==> src/logic/link_sup_params.svh <==
// Offsets, field positions, reset values and timing counts for the link supervisor
`ifndef LINK_SUP_PARAMS_SVH
`define LINK_SUP_PARAMS_SVH
// Register byte offsets
`define SUP_CFG_OFF       8'h00
`define SUP_GAP_OFF       8'h04
`define SUP_PING_INT_OFF  8'h08
`define SUP_PING_REG_OFF  8'h0c
`define SUP_CTRL_OFF      8'h10
`define SUP_STAT_OFF      8'h14
`define SUP_IRQ_ST_OFF    8'h18
`define SUP_IRQ_MASK_OFF  8'h1c
// Configuration word fields
`define SUP_CFG_ID_LSB    0
`define SUP_CFG_RTRY_LSB  8
`define SUP_CFG_PREAD_BIT 12
`define SUP_CFG_CEN_BIT   13
`define SUP_CFG_SEN_BIT   14
`define SUP_CFG_ETH_BIT   15
// Reset values
`define SUP_CFG_RST       16'h0301
`define SUP_GAP_RST       16'h000a
`define SUP_PING_INT_RST  16'h03e8
`define SUP_PING_REG_RST  16'h0000
`define SUP_CTRL_RST      16'h0000
// Interrupt status bits
`define SUP_IRQ_FAIL_BIT  0
`define SUP_IRQ_CHG_BIT   1
// Modbus codes used for link tests
`define SUP_FN_ECHO       8'h08
`define SUP_FN_ECHO_SUB   16'h0000
`define SUP_FN_READ       8'h03
`define SUP_ETH_ID        8'h01
// Timing
`define SUP_CLK_HZ        10000000
`define SUP_MS_PER_S      1000
`define SUP_MS_CYCLES     (`SUP_CLK_HZ / `SUP_MS_PER_S)
`define SUP_TIMEOUT_MS    100
`endif

==> src/logic/link_sup_pkg.sv <==
// Types shared by the link supervisor
package link_sup_pkg;
    typedef enum logic [4:0] {
        ST_IDLE = 5'b00001,
        ST_GAP  = 5'b00010,
        ST_SEND = 5'b00100,
        ST_WAIT = 5'b01000,
        ST_DONE = 5'b10000
    } fsm_e;
    typedef enum logic [1:0] {OP_INACTIVE = 2'h0, OP_STANDBY = 2'h1, OP_ACTIVE = 2'h2} op_e;
    typedef enum logic [1:0] {KIND_ECHO = 2'h0, KIND_READ = 2'h1, KIND_POLL = 2'h2} kind_e;
    typedef enum logic [1:0] {CODE_OK = 2'h0, CODE_UNAVAIL = 2'h1, CODE_FAIL = 2'h2, CODE_SLVERR = 2'h3} code_e;
endpackage

==> src/logic/modbus_slave_link_supervisor.sv <==
// Per-slave link supervisor of a Modbus master with a classic Wishbone register port
//
// Function
// Every request carries the configured station identity, which must be distinct per master.
// An Ethernet slave gets one point-to-point exchange at a time and identity 0 is replaced by 1.
// A failed exchange is retried up to the retry count and only then declared a failure.
// Successive messages to the slave are separated by at least the minimum gap in ms.
// Link tests in standby are spaced by the ping repeat interval.
// Echo pinging sends function 08 sub-function 0 and the slave echoes it.
// Register pinging reads the configured register and the value is discarded.
// With control enabled the operating state comes from the control value, else the slave is active.
// With reporting enabled the link status code is written out to the application.
// Control 0 is inactive, 1 is standby (ping only), 2 is active (poll).
// Any other control value selects inactive.
// Status 0 means responding normally or set inactive.
// Status 1 means a standby ping failed, or the master is faulted, initialising or inactive.
// Status 2 means polled but not responding.
// Status 3 means the slave reports illegal requested values.
// An exchange with no valid reply within the response timeout is a failed attempt.
//
// Added by the designer: the Wishbone slave port and the address map.
`timescale 1ns/1ps
`include "link_sup_params.svh"

module modbus_slave_link_supervisor #(
    parameter int MS_CYCLES  = `SUP_MS_CYCLES,
    parameter int TIMEOUT_MS = `SUP_TIMEOUT_MS
) (
    input  wire logic                  clk,
    input  wire logic                  resetn,
    input  wire logic                  ce,
    input  wire logic                  wb_cyc_i,
    input  wire logic                  wb_stb_i,
    input  wire logic                  wb_we_i,
    input  wire logic [7:0]            wb_adr_i,
    input  wire logic [3:0]            wb_sel_i,
    input  wire logic [31:0]           wb_dat_i,
    output logic      [31:0]           wb_dat_o,
    output logic                       wb_ack_o,
    output logic                       req_valid,
    output link_sup_pkg::kind_e        req_kind,
    output logic      [7:0]            req_station,
    output logic      [7:0]            req_func,
    output logic      [15:0]           req_word,
    input  wire logic                  resp_valid,
    input  wire logic                  resp_ok,
    input  wire logic                  resp_exc,
    input  wire logic                  master_fault,
    output logic                       stat_wr,
    output link_sup_pkg::code_e        stat_value,
    output logic                       irq
);
    import link_sup_pkg::*;

    // Refuse timings that do not fit the 16-bit counters
    if (MS_CYCLES < 1 || MS_CYCLES > 65535 || TIMEOUT_MS < 1 || TIMEOUT_MS > 65535) begin : g_bad_timing
        $error("modbus_slave_link_supervisor: timing parameter out of range");
    end

    localparam logic [15:0] MS_LAST = 16'(MS_CYCLES - 1);
    localparam logic [15:0] TMO_MS  = 16'(TIMEOUT_MS);

    logic [15:0] cfg;
    logic [15:0] gap_ms;
    logic [15:0] ping_int;
    logic [15:0] ping_reg;
    logic [15:0] ctrl;
    logic [1:0]  irq_st;
    logic [1:0]  irq_mask;
    fsm_e        fsm;
    op_e         op_state;
    code_e       link_code;
    code_e       report;
    logic [15:0] ms_pre;
    logic        ms_tick;
    logic [15:0] ms_cnt;
    logic [15:0] wait_ms;
    logic [3:0]  attempts;
    logic [3:0]  max_tries;
    logic [7:0]  eff_id;
    logic        wb_req;
    logic        wb_wr;
    logic        wb_rd;
    logic        resp_take;
    logic        timeout;
    logic        fail_evt;
    logic [1:0]  irq_set;
    logic        report_en;

    // Decoded configuration
    assign report_en = cfg[`SUP_CFG_SEN_BIT];
    assign max_tries = (cfg[`SUP_CFG_RTRY_LSB +: 4] == 4'h0) ? 4'h1 : cfg[`SUP_CFG_RTRY_LSB +: 4];

    // Ethernet links are point to point, so an unset identity falls back to the usual 1
    always_comb begin
        eff_id = cfg[`SUP_CFG_ID_LSB +: 8];
        if (cfg[`SUP_CFG_ETH_BIT] && eff_id == 8'h00) begin
            eff_id = `SUP_ETH_ID;
        end
    end

    // Operating state from the control value; unknown codes fall to inactive
    always_comb begin
        if (!cfg[`SUP_CFG_CEN_BIT]) begin
            op_state = OP_ACTIVE;
        end else if (ctrl == 16'h0001) begin
            op_state = OP_STANDBY;
        end else if (ctrl == 16'h0002) begin
            op_state = OP_ACTIVE;
        end else begin
            op_state = OP_INACTIVE;
        end
    end

    // Spacing before the next message: standby honours both the gap and the ping interval
    always_comb begin
        wait_ms = gap_ms;
        if (op_state == OP_STANDBY && ping_int > gap_ms) begin
            wait_ms = ping_int;
        end
    end

    // Wishbone strobes
    assign wb_req    = wb_cyc_i && wb_stb_i && !wb_ack_o;
    assign wb_wr     = wb_req && wb_we_i;
    assign wb_rd     = wb_req && !wb_we_i;
    assign resp_take = resp_valid && fsm == ST_WAIT;
    assign timeout   = fsm == ST_WAIT && ms_tick && ms_cnt == 16'h0000 && !resp_valid;
    assign fail_evt  = timeout && attempts + 4'h1 >= max_tries;

    // Bus answer: one wait state, unmapped addresses read zero and ignore writes
    always_ff @(posedge clk or negedge resetn) begin
        if (!resetn) begin
            wb_ack_o <= 1'b0;
            wb_dat_o <= 32'h0000_0000;
        end else if (ce) begin
            wb_ack_o <= wb_req;
            wb_dat_o <= 32'h0000_0000;
            if (wb_rd) begin
                if (wb_adr_i == `SUP_CFG_OFF) begin
                    wb_dat_o <= {16'h0000, cfg};
                end else if (wb_adr_i == `SUP_GAP_OFF) begin
                    wb_dat_o <= {16'h0000, gap_ms};
                end else if (wb_adr_i == `SUP_PING_INT_OFF) begin
                    wb_dat_o <= {16'h0000, ping_int};
                end else if (wb_adr_i == `SUP_PING_REG_OFF) begin
                    wb_dat_o <= {16'h0000, ping_reg};
                end else if (wb_adr_i == `SUP_CTRL_OFF) begin
                    wb_dat_o <= {16'h0000, ctrl};
                end else if (wb_adr_i == `SUP_STAT_OFF) begin
                    wb_dat_o <= {21'h000000, fsm, attempts, link_code};
                end else if (wb_adr_i == `SUP_IRQ_ST_OFF) begin
                    wb_dat_o <= {30'h00000000, irq_st};
                end else if (wb_adr_i == `SUP_IRQ_MASK_OFF) begin
                    wb_dat_o <= {30'h00000000, irq_mask};
                end
            end
        end
    end

    // Writable registers, byte lanes 0 and 1 only
    always_ff @(posedge clk or negedge resetn) begin
        if (!resetn) begin
            cfg      <= `SUP_CFG_RST;
            gap_ms   <= `SUP_GAP_RST;
            ping_int <= `SUP_PING_INT_RST;
            ping_reg <= `SUP_PING_REG_RST;
            ctrl     <= `SUP_CTRL_RST;
            irq_mask <= 2'h0;
        end else if (ce && wb_wr) begin
            if (wb_adr_i == `SUP_CFG_OFF) begin
                if (wb_sel_i[0]) cfg[7:0] <= wb_dat_i[7:0];
                if (wb_sel_i[1]) cfg[15:8] <= wb_dat_i[15:8];
            end else if (wb_adr_i == `SUP_GAP_OFF) begin
                if (wb_sel_i[0]) gap_ms[7:0] <= wb_dat_i[7:0];
                if (wb_sel_i[1]) gap_ms[15:8] <= wb_dat_i[15:8];
            end else if (wb_adr_i == `SUP_PING_INT_OFF) begin
                if (wb_sel_i[0]) ping_int[7:0] <= wb_dat_i[7:0];
                if (wb_sel_i[1]) ping_int[15:8] <= wb_dat_i[15:8];
            end else if (wb_adr_i == `SUP_PING_REG_OFF) begin
                if (wb_sel_i[0]) ping_reg[7:0] <= wb_dat_i[7:0];
                if (wb_sel_i[1]) ping_reg[15:8] <= wb_dat_i[15:8];
            end else if (wb_adr_i == `SUP_CTRL_OFF) begin
                if (wb_sel_i[0]) ctrl[7:0] <= wb_dat_i[7:0];
                if (wb_sel_i[1]) ctrl[15:8] <= wb_dat_i[15:8];
            end else if (wb_adr_i == `SUP_IRQ_MASK_OFF) begin
                if (wb_sel_i[0]) irq_mask <= wb_dat_i[1:0];
            end
        end
    end

    // Sticky events; a read clears them, but an event in the same cycle survives
    always_comb begin
        irq_set = 2'h0;
        irq_set[`SUP_IRQ_FAIL_BIT] = fail_evt;
        irq_set[`SUP_IRQ_CHG_BIT]  = report != link_code;
    end

    always_ff @(posedge clk or negedge resetn) begin
        if (!resetn) begin
            irq_st <= 2'h0;
            irq    <= 1'b0;
        end else if (ce) begin
            if (wb_rd && wb_adr_i == `SUP_IRQ_ST_OFF) begin
                irq_st <= irq_set;
            end else begin
                irq_st <= irq_st | irq_set;
            end
            // Follow the value being loaded, so a clearing read drops irq together with the bit
            irq <= |(((wb_rd && wb_adr_i == `SUP_IRQ_ST_OFF) ? irq_set : (irq_st | irq_set)) & irq_mask);
        end
    end

    // Millisecond prescaler, restarted whenever a new wait is loaded
    always_ff @(posedge clk or negedge resetn) begin
        if (!resetn) begin
            ms_pre <= 16'h0000;
        end else if (ce) begin
            if (fsm == ST_IDLE || fsm == ST_SEND || fsm == ST_DONE || ms_tick) begin
                ms_pre <= 16'h0000;
            end else begin
                ms_pre <= ms_pre + 16'h0001;
            end
        end
    end
    assign ms_tick = ms_pre == MS_LAST;

    // Exchange sequencer: gap, send, wait for reply or timeout, then settle
    always_ff @(posedge clk or negedge resetn) begin
        if (!resetn) begin
            fsm      <= ST_IDLE;
            ms_cnt   <= 16'h0000;
            attempts <= 4'h0;
        end else if (ce) begin
            if (op_state == OP_INACTIVE || master_fault) begin
                fsm      <= ST_IDLE;
                attempts <= 4'h0;
            end else begin
                case (fsm)
                    ST_IDLE: begin
                        fsm    <= ST_GAP;
                        ms_cnt <= wait_ms;
                    end
                    ST_GAP: begin
                        if (ms_cnt == 16'h0000) begin
                            fsm <= ST_SEND;
                        end else if (ms_tick) begin
                            ms_cnt <= ms_cnt - 16'h0001;
                        end
                    end
                    ST_SEND: begin
                        fsm    <= ST_WAIT;
                        ms_cnt <= TMO_MS - 16'h0001;
                    end
                    ST_WAIT: begin
                        if (resp_valid) begin
                            fsm      <= ST_DONE;
                            attempts <= 4'h0;
                        end else if (timeout) begin
                            fsm      <= ST_DONE;
                            attempts <= fail_evt ? 4'h0 : attempts + 4'h1;
                        end else if (ms_tick) begin
                            ms_cnt <= ms_cnt - 16'h0001;
                        end
                    end
                    ST_DONE: begin
                        fsm    <= ST_GAP;
                        ms_cnt <= wait_ms;
                    end
                    default: begin
                        fsm <= ST_IDLE;
                    end
                endcase
            end
        end
    end

    // Request out: a single one-cycle pulse, so an Ethernet link never sees overlap
    always_ff @(posedge clk or negedge resetn) begin
        if (!resetn) begin
            req_valid   <= 1'b0;
            req_kind    <= KIND_ECHO;
            req_station <= 8'h00;
            req_func    <= 8'h00;
            req_word    <= 16'h0000;
        end else if (ce) begin
            req_valid <= 1'b0;
            if (fsm == ST_SEND && op_state != OP_INACTIVE && !master_fault) begin
                req_valid   <= 1'b1;
                req_station <= eff_id;
                if (op_state == OP_ACTIVE) begin
                    req_kind <= KIND_POLL;
                    req_func <= 8'h00;
                    req_word <= 16'h0000;
                end else if (cfg[`SUP_CFG_PREAD_BIT]) begin
                    req_kind <= KIND_READ;
                    req_func <= `SUP_FN_READ;
                    req_word <= ping_reg;
                end else begin
                    req_kind <= KIND_ECHO;
                    req_func <= `SUP_FN_ECHO;
                    req_word <= `SUP_FN_ECHO_SUB;
                end
            end
        end
    end

    // Link status; read data of a register ping is never kept
    always_comb begin
        report = link_code;
        if (master_fault) begin
            report = CODE_UNAVAIL;
        end else if (op_state == OP_INACTIVE) begin
            report = CODE_OK;
        end else if (resp_take && resp_exc) begin
            report = CODE_SLVERR;
        end else if (resp_take && resp_ok) begin
            report = CODE_OK;
        end else if (fail_evt) begin
            report = (op_state == OP_ACTIVE) ? CODE_FAIL : CODE_UNAVAIL;
        end
    end

    always_ff @(posedge clk or negedge resetn) begin
        if (!resetn) begin
            link_code <= CODE_UNAVAIL;
        end else if (ce) begin
            link_code <= report;
        end
    end

    // Status write-out to the application variable on every change while enabled
    always_ff @(posedge clk or negedge resetn) begin
        if (!resetn) begin
            stat_wr    <= 1'b0;
            stat_value <= CODE_UNAVAIL;
        end else if (ce) begin
            stat_wr <= 1'b0;
            if (report_en && (report != stat_value || report != link_code)) begin
                stat_wr    <= 1'b1;
                stat_value <= report;
            end
        end
    end
endmodule // modbus_slave_link_supervisor

==> config.mk <==
export PLATFORM = sky130hd
export DESIGN_NAME = modbus_slave_link_supervisor
export DESIGN_NICKNAME = d
export VERILOG_FILES = /design/src/logic/link_sup_pkg.sv /design/src/logic/modbus_slave_link_supervisor.sv
export VERILOG_INCLUDE_DIRS = /design/src /design/src/logic
export SDC_FILE = /design/constraint.sdc
export NUM_CORES = 1
export LEC_CHECK = 0
export ABC_CLOCK_PERIOD_IN_PS = 3900
export BUFFER_PORTS_ARGS = -buffer_cell sky130_fd_sc_hd__buf_2
export CORE_UTILIZATION = 58
export DETAILED_ROUTE_END_ITERATION = 8
export PLACE_DENSITY = 0.8
export RECOVER_POWER = 25
export SYNTH_ARGS = -nofsm -noshare
export SYNTH_HDL_FRONTEND = slang
export SYNTH_SLANG_ARGS = --single-unit
==> constraint.sdc <==
create_clock -name clk -period 3.9 [get_ports clk]
set_clock_uncertainty 0.15 [all_clocks]
set_input_delay 0.78 -clock clk [delete_from_list [all_inputs] [get_ports clk]]
set_output_delay 0.78 -clock clk [all_outputs]
set_load 0.01 [all_outputs]
==> results.json, run 1 <==
{
  "grt_usage_pct": 31.9,
  "cpMaxStageDelayCell": "nand4_1",
  "p_seq_share_pct": 46.4,
  "grt_pass1_wl_um": 40300,
  "fin_cells": 1256,
  "area_growth_pct": 13.2,
  "root_buffer": "clkbuf_16",
  "cts_buffers": 17,
  "setup_viol": 0,
  "r2r-start": "ctrl[2]",
  "slowest_delay_ps": 460,
  "synth_ff_type": "dfrtp_1",
  "cts_setup_buffers": 0,
  "die_area_um2": 17000,
  "hold_class": "reg -> reg",
  "synth_edf_count": 0,
  "drt_iter0_markers": 943,
  "cts_tree": "yes",
  "syn_area_um2": 9530,
  "min_to": "wb_dat_o[1]",
  "reg2reg_depth": 8,
  "tns_ps": 0,
  "clock_latency_ps": 440,
  "ant_nets": 0,
  "cp_num_buf_inv": 1,
  "critPathKind": "reg -> reg",
  "p_switching_mw": 1.32,
  "p_clk_share_pct": 38.1,
  "start_kind": "register",
  "routed_via_density": 6.25,
  "slew_headroom_pct": -52.1,
  "status": "complete, but fails checks",
  "cts.sinks": 176,
  "hpwlAfterDp_um": 18100,
  "routedWlPerCell_um": 20.4,
  "ys_types": 77,
  "violations": "max-capacitance violations, max-slew violations",
  "irDropWorstVdd_v": 0.000388,
  "postLayoutSetupSlackWorst_ps": 498,
  "path_cells": "nor4_1, nand4_1, o22a_1, o21bai_1, a311oi_2, buf_4, nand2_1, o211ai_1",
  "min_from": "wb_dat_o[1]",
  "antenna_found_initial": 0,
  "die_y_um": 130,
  "post-place-ws_ps": 356,
  "syn_area_per_cell_um2": 10.2,
  "fmax_mhz": 294,
  "critPathTopFamily": "compound AO/OA/AOI/OAI gates",
  "cts_buffer_depth": 2,
  "grt_pass1_vias": 7527,
  "holdPathStages": 1,
  "regToRegEndpoint": "ms_cnt[14]",
  "end_kind": "register",
  "p_per_area_nw_per_um2": 416,
  "synth_area_leaders": "dfrtp_1 43%, mux2_2 8.7%, o21ai_0 4.4%",
  "path_clk_slew_ps": 80,
  "gp_congestion": 0.898,
  "required_ps": 4090,
  "period_needed_ps": 3400,
  "drive_gt1_share_pct": 25.6,
  "sw_frac_of_total_pct": 29.4,
  "synth_top_area_cell": "dfrtp_1",
  "hold_viol_final": 0,
  "io_pins": 126,
  "worst-path-max-fanout": 13,
  "placedCellCount": 1224,
  "die_x_um": 130,
  "cts.htree.levels": 4,
  "slew_violations": 86,
  "overflow": 0,
  "drt_pass1_iterations": 5,
  "cts-resized-gates": 0,
  "yosysSeqAreaShare_pct": 46.4,
  "crit_arrival_ps": 3590,
  "grt_max_degree": 87,
  "diodes": 0,
  "cts_hold_buf": 0,
  "p_leak_nw": 5.05,
  "pwr-share-comb_pct": 15.5,
  "power.internal_mw": 3.17,
  "r2r_slack_ps": 500,
  "route.detailed.drc": 0,
  "initial_core_util_pct": 59.8,
  "synth_top_area_share_pct": 42.5,
  "drt_wl_total_um": 25600,
  "num_rows": 46,
  "synth-async-reset-ratio_pct": 100,
  "vias": 7847,
  "portBuffers": 86,
  "coreArea_um2": 15900,
  "fin_util_pct": 67.7,
  "synthCells": 935,
  "nets": 1105,
  "synth_warnings": 0,
  "finalCritPeriodShare_pct": 87.2,
  "worst_pin_slew_ps": 2280,
  "rsz0062_at_grt": "no",
  "ys_ff_latch": 176,
  "drv_cap": 1
}
## layer usage
metal	track usage (%)	vias up	share of wire, %
li1	-	3577	-
met1	42.3	3880	42
met2	51.3	328	48
met3	6.64	62	6.3
met4	13.1	0	3.1
met5	0	-	0
## through the flow
stage                     power (mW)  area [µm²]  hold slack (ps)
after floorplan                 2.58        9610              313
after global placement          2.77       10200              313
after detailed placement        2.80       10200              318
after CTS                       4.50       10800              305
after global routing            4.68       10800              352
final                           4.49       10800              336
## layout by cell type (no fill, tap or decap), types with 6 or more instances in the layout
master	netlist	final
a31oi_1	7	7
mux4_2	6	6
nor2b_1	6	6
o21ai_0	84	84
a22o_1	17	17
o221ai_1	7	7
o2bb2ai_1	17	17
ha_1	24	24
or3_1	8	8
nor2_1	57	57
dfstp_2	14	14
clkbuf_16	0	17
xor2_1	6	6
nand2b_1	7	7
and3_1	8	8
dfrtp_1	162	162
mux2_2	74	74
nand3_1	22	22
xnor2_1	7	7
a222oi_1	7	7
o211ai_1	9	9
nand4_1	9	9
mux2i_1	26	26
nor4_1	15	15
inv_1	30	30
buf_4	23	31
nand2_1	109	109
a21oi_1	29	29
buf_2	4	85
conb_1	1	21
nor3_1	18	18
## power by group through the flow
| stage | logic (mW) | registers [mW] | clock network, mW |
|---|---|---|---|
| floorplan | 0.509 | 2.07 | 0 |
| global placement | 0.664 | 2.11 | 0 |
| detailed placement | 0.686 | 2.11 | 0 |
| CTS | 0.691 | 2.08 | 1.73 |
| global route | 0.773 | 2.10 | 1.80 |
| finish | 0.696 | 2.09 | 1.71 |
## worst reg2reg max path, cell delays in order, from the launching register on
cell and delay, ps:
dfrtp_1 400, nor4_1 440, nand4_1 460, o22a_1 440, o21bai_1 270, a311oi_2 270
buf_4 210, nand2_1 330, o211ai_1 350
## worst max path at each step
stage                     cells past startpoint             to        start  slack, ps
after detailed placement                      8        ctrl[5]  wb_adr_i[0]        360
after floorplan                               6      irq_st[0]  wb_adr_i[0]        840
after global routing                          8  stat_value[1]      ctrl[2]        310
after global placement                        7      irq_st[0]  wb_adr_i[0]        430
final                                         8     ms_cnt[14]      ctrl[2]        500
after CTS                                     9      ms_cnt[7]      ctrl[2]        460
## cell families (layout without fill, tap and decap cells)
logic type      count (synthesis)  after routing  share of synthesized area (%)
mux                           108            108                           13.2
xor+xnor                       13             13                           1.19
flops                         176            176                           46.4
compound gates                222            222                           15.8
other cells                     1             21                         0.0393
simple gates                  295            295                           15.3
buf+inv                        96            181                           4.90
fa+ha+maj                      24             24                           3.15
## layout make-up
| type | instances | area (µm²) |
|---|---|---|
| fillers | 1243 | 5150 |
| multi-input cells | 683 | 4720 |
| flip-flops and latches | 176 | 4420 |
| repair buffers | 118 | 683 |
| clock buffers | 21 | 450 |
| well taps | 216 | 270 |
| clock inverters | 11 | 133 |
| inverters | 31 | 116 |
## cells in the mapped netlist (8+ instances only)
| library cell | instances |
|---|---|
| a21oi_1 | 29 |
| a22o_1 | 17 |
| and3_1 | 8 |
| buf_4 | 23 |
| clkbuf_1 | 32 |
| dfrtp_1 | 162 |
| dfstp_2 | 14 |
| ha_1 | 24 |
| inv_1 | 30 |
| mux2_2 | 74 |
| mux2i_1 | 26 |
| nand2_1 | 109 |
| nand3_1 | 22 |
| nand4_1 | 9 |
| nor2_1 | 57 |
| nor3_1 | 18 |
| nor4_1 | 15 |
| o211ai_1 | 9 |
| o21ai_0 | 84 |
| o2bb2ai_1 | 17 |
| or3_1 | 8 |
Note: power is estimated with default switching activity, not from simulation.
==> inputs of run 2 (changes only) <==
- ABC_CLOCK_PERIOD_IN_PS: 3900 -> 3500
- CTS_CLUSTER_DIAMETER: not set -> 50
- clock period: 3.9 -> 3.5 ns (I/O delays scaled with it)
==> results.json, run 2 (synthesis gave the netlist of run 1 again) <==
{
  "status": "complete, but fails checks",
  "violations": "max-capacitance violations, max-slew violations",
  "regToRegEndpoint": "ms_cnt[7]",
  "gp_congestion": 0.894,
  "diodes": 0,
  "layout_commonest_cell": "dfrtp_1",
  "slew_headroom_pct": -0.477,
  "r2r-start": "ctrl[11]",
  "cts_tree": "yes",
  "route.detailed.drc": 0,
  "drt_iter0_markers": 826,
  "finalCritPeriodShare_pct": 95.3,
  "die_x_um": 130,
  "fin_cells": 1267,
  "reg2reg_depth": 10,
  "fill_cells": 1240,
  "nets": 1116,
  "worst-path-max-fanout": 13,
  "coreArea_um2": 15900,
  "num_rows": 46,
  "path_clk_slew_ps": 70,
  "final_cell_mix": "162 x dfrtp_1, 109 x nand2_1, 85 x buf_2",
  "cts.sinks": 176,
  "period_needed_ps": 3340,
  "fin_area_um2": 10900,
  "drt_pass1_iterations": 8,
  "crit_arrival_ps": 3520,
  "r2r_slack_ps": 160,
  "placed_area_um2": 10300,
  "overflow": 0,
  "placedCellCount": 1235,
  "crit_path_end": "ms_cnt[7]",
  "p_leak_nw": 5.11,
  "end_kind": "register",
  "vias": 7986,
  "rsz0062_at_grt": "no",
  "routedWlPerCell_um": 20.1,
  "cts_setup_buffers": 0,
  "cts_buffer_depth": 2,
  "root_buffer": "clkbuf_16",
  "initial_core_util_pct": 59.8,
  "grt_max_degree": 61,
  "antenna_found_initial": 0,
  "portBuffers": 86,
  "setup_viol": 0,
  "hold_ws_ps": 329,
  "clock_latency_ps": 440,
  "cts.htree.levels": 4,
  "die_area_um2": 17000,
  "fmax_mhz": 300,
  "drive_gt1_share_pct": 26.5,
  "startpoint": "ctrl[11]",
  "io_pins": 126,
  "cts_buffers": 17,
  "area_growth_pct": 14.3,
  "grt_pass1_vias": 7604,
  "hold_class": "reg -> reg",
  "required_ps": 3680,
  "grt_usage_pct": 31.8,
  "grt_pass1_wl_um": 40200,
  "worst_pin_slew_ps": 1510,
  "drv_cap": 1,
  "hpwlAfterDp_um": 18200,
  "routed_via_density": 6.30,
  "die_y_um": 130,
  "irDropWorstVdd_v": 0.000400,
  "slew_violations": 59,
  "critPathKind": "reg -> reg",
  "ant_nets": 0,
  "tns_ps": 0,
  "hold_viol_final": 0,
  "drt_wl_total_um": 25400,
  "total_power_mw": 5.06,
  "p_per_area_nw_per_um2": 464,
  "start_kind": "register"
}
run 2: changes by cell type in the layout (fill, tap and decap cells not counted), sizes merged:
cell	previous run	this run
buf	117	128
inv	33	36
clkinv	6	4
clkbuf	22	21
run 2: layout make-up:
class | instances | area, µm² | share of cell area [%]
Clock buffer | 20 | 447 | 4.10
Clock inverter | 12 | 148 | 1.36
Inverter | 31 | 116 | 1.07
Multi-Input combinational cell | 683 | 4730 | 43.4
Sequential cell | 176 | 4420 | 40.6
Tap cell | 216 | 270 | 2.48
Timing Repair Buffer | 129 | 766 | 7.03
run 2: worst min-delay path by stage:
stage / start / endpoint / slack (ps) / cells after the start
floorplan: resetn / attempts[0] / 250 / 0
global placement: req_kind[1] / req_kind[1] / 310 / 2
detailed placement: req_func[3] / req_func[3] / 320 / 2
CTS: resetn / ping_reg[2] / 110 / 1
global route: wb_dat_o[8] / wb_dat_o[8] / 350 / 1
finish: req_func[3] / req_func[3] / 330 / 2
run 2: per-stage QoR:
| step | worst slack [ps] | utilization (%) |
|---|---|---|
| finish | 165 | 68.3 |
| global route | 91.7 | 68.3 |
| CTS | 144 | 68.3 |
| detailed placement | 177 | 64.6 |
| global placement | 230 | 64.6 |
| floorplan | 454 | - |
run 2: power by group:
part,switching (mW),total (mW),internal (mW)
Combinational,0.492,0.786,0.294
Clock,0.854,1.95,1.09
Sequential,0.162,2.33,2.17
Total,1.51,5.06,3.55
run 2: critical path, cell delays in order, from the launching register on:
cell      delay [ps]
dfrtp_1          400
nor4_1           480
nand4_1          190
buf_4            210
o22a_1           300
o21bai_1         270
a311o_1          540
nor2_1           170
buf_4            190
nand2_1           80
o221ai_1         230
run 2: timing repair:
action / in CTS / in global routing
setup endpoints to repair: 0 / 16
gates resized for setup: 0 / 1
hold buffers: 0 / 0
run 2: metal layers:
layer / vias to the layer above / wire length, µm / GRT usage [%]
li1: 3593 / - / -
met1: 3965 / 10500 / 41.3
met2: 357 / 12400 / 51.7
met3: 71 / 1670 / 6.64
met4: 0 / 837 / 13.5
met5: - / 0 / 0
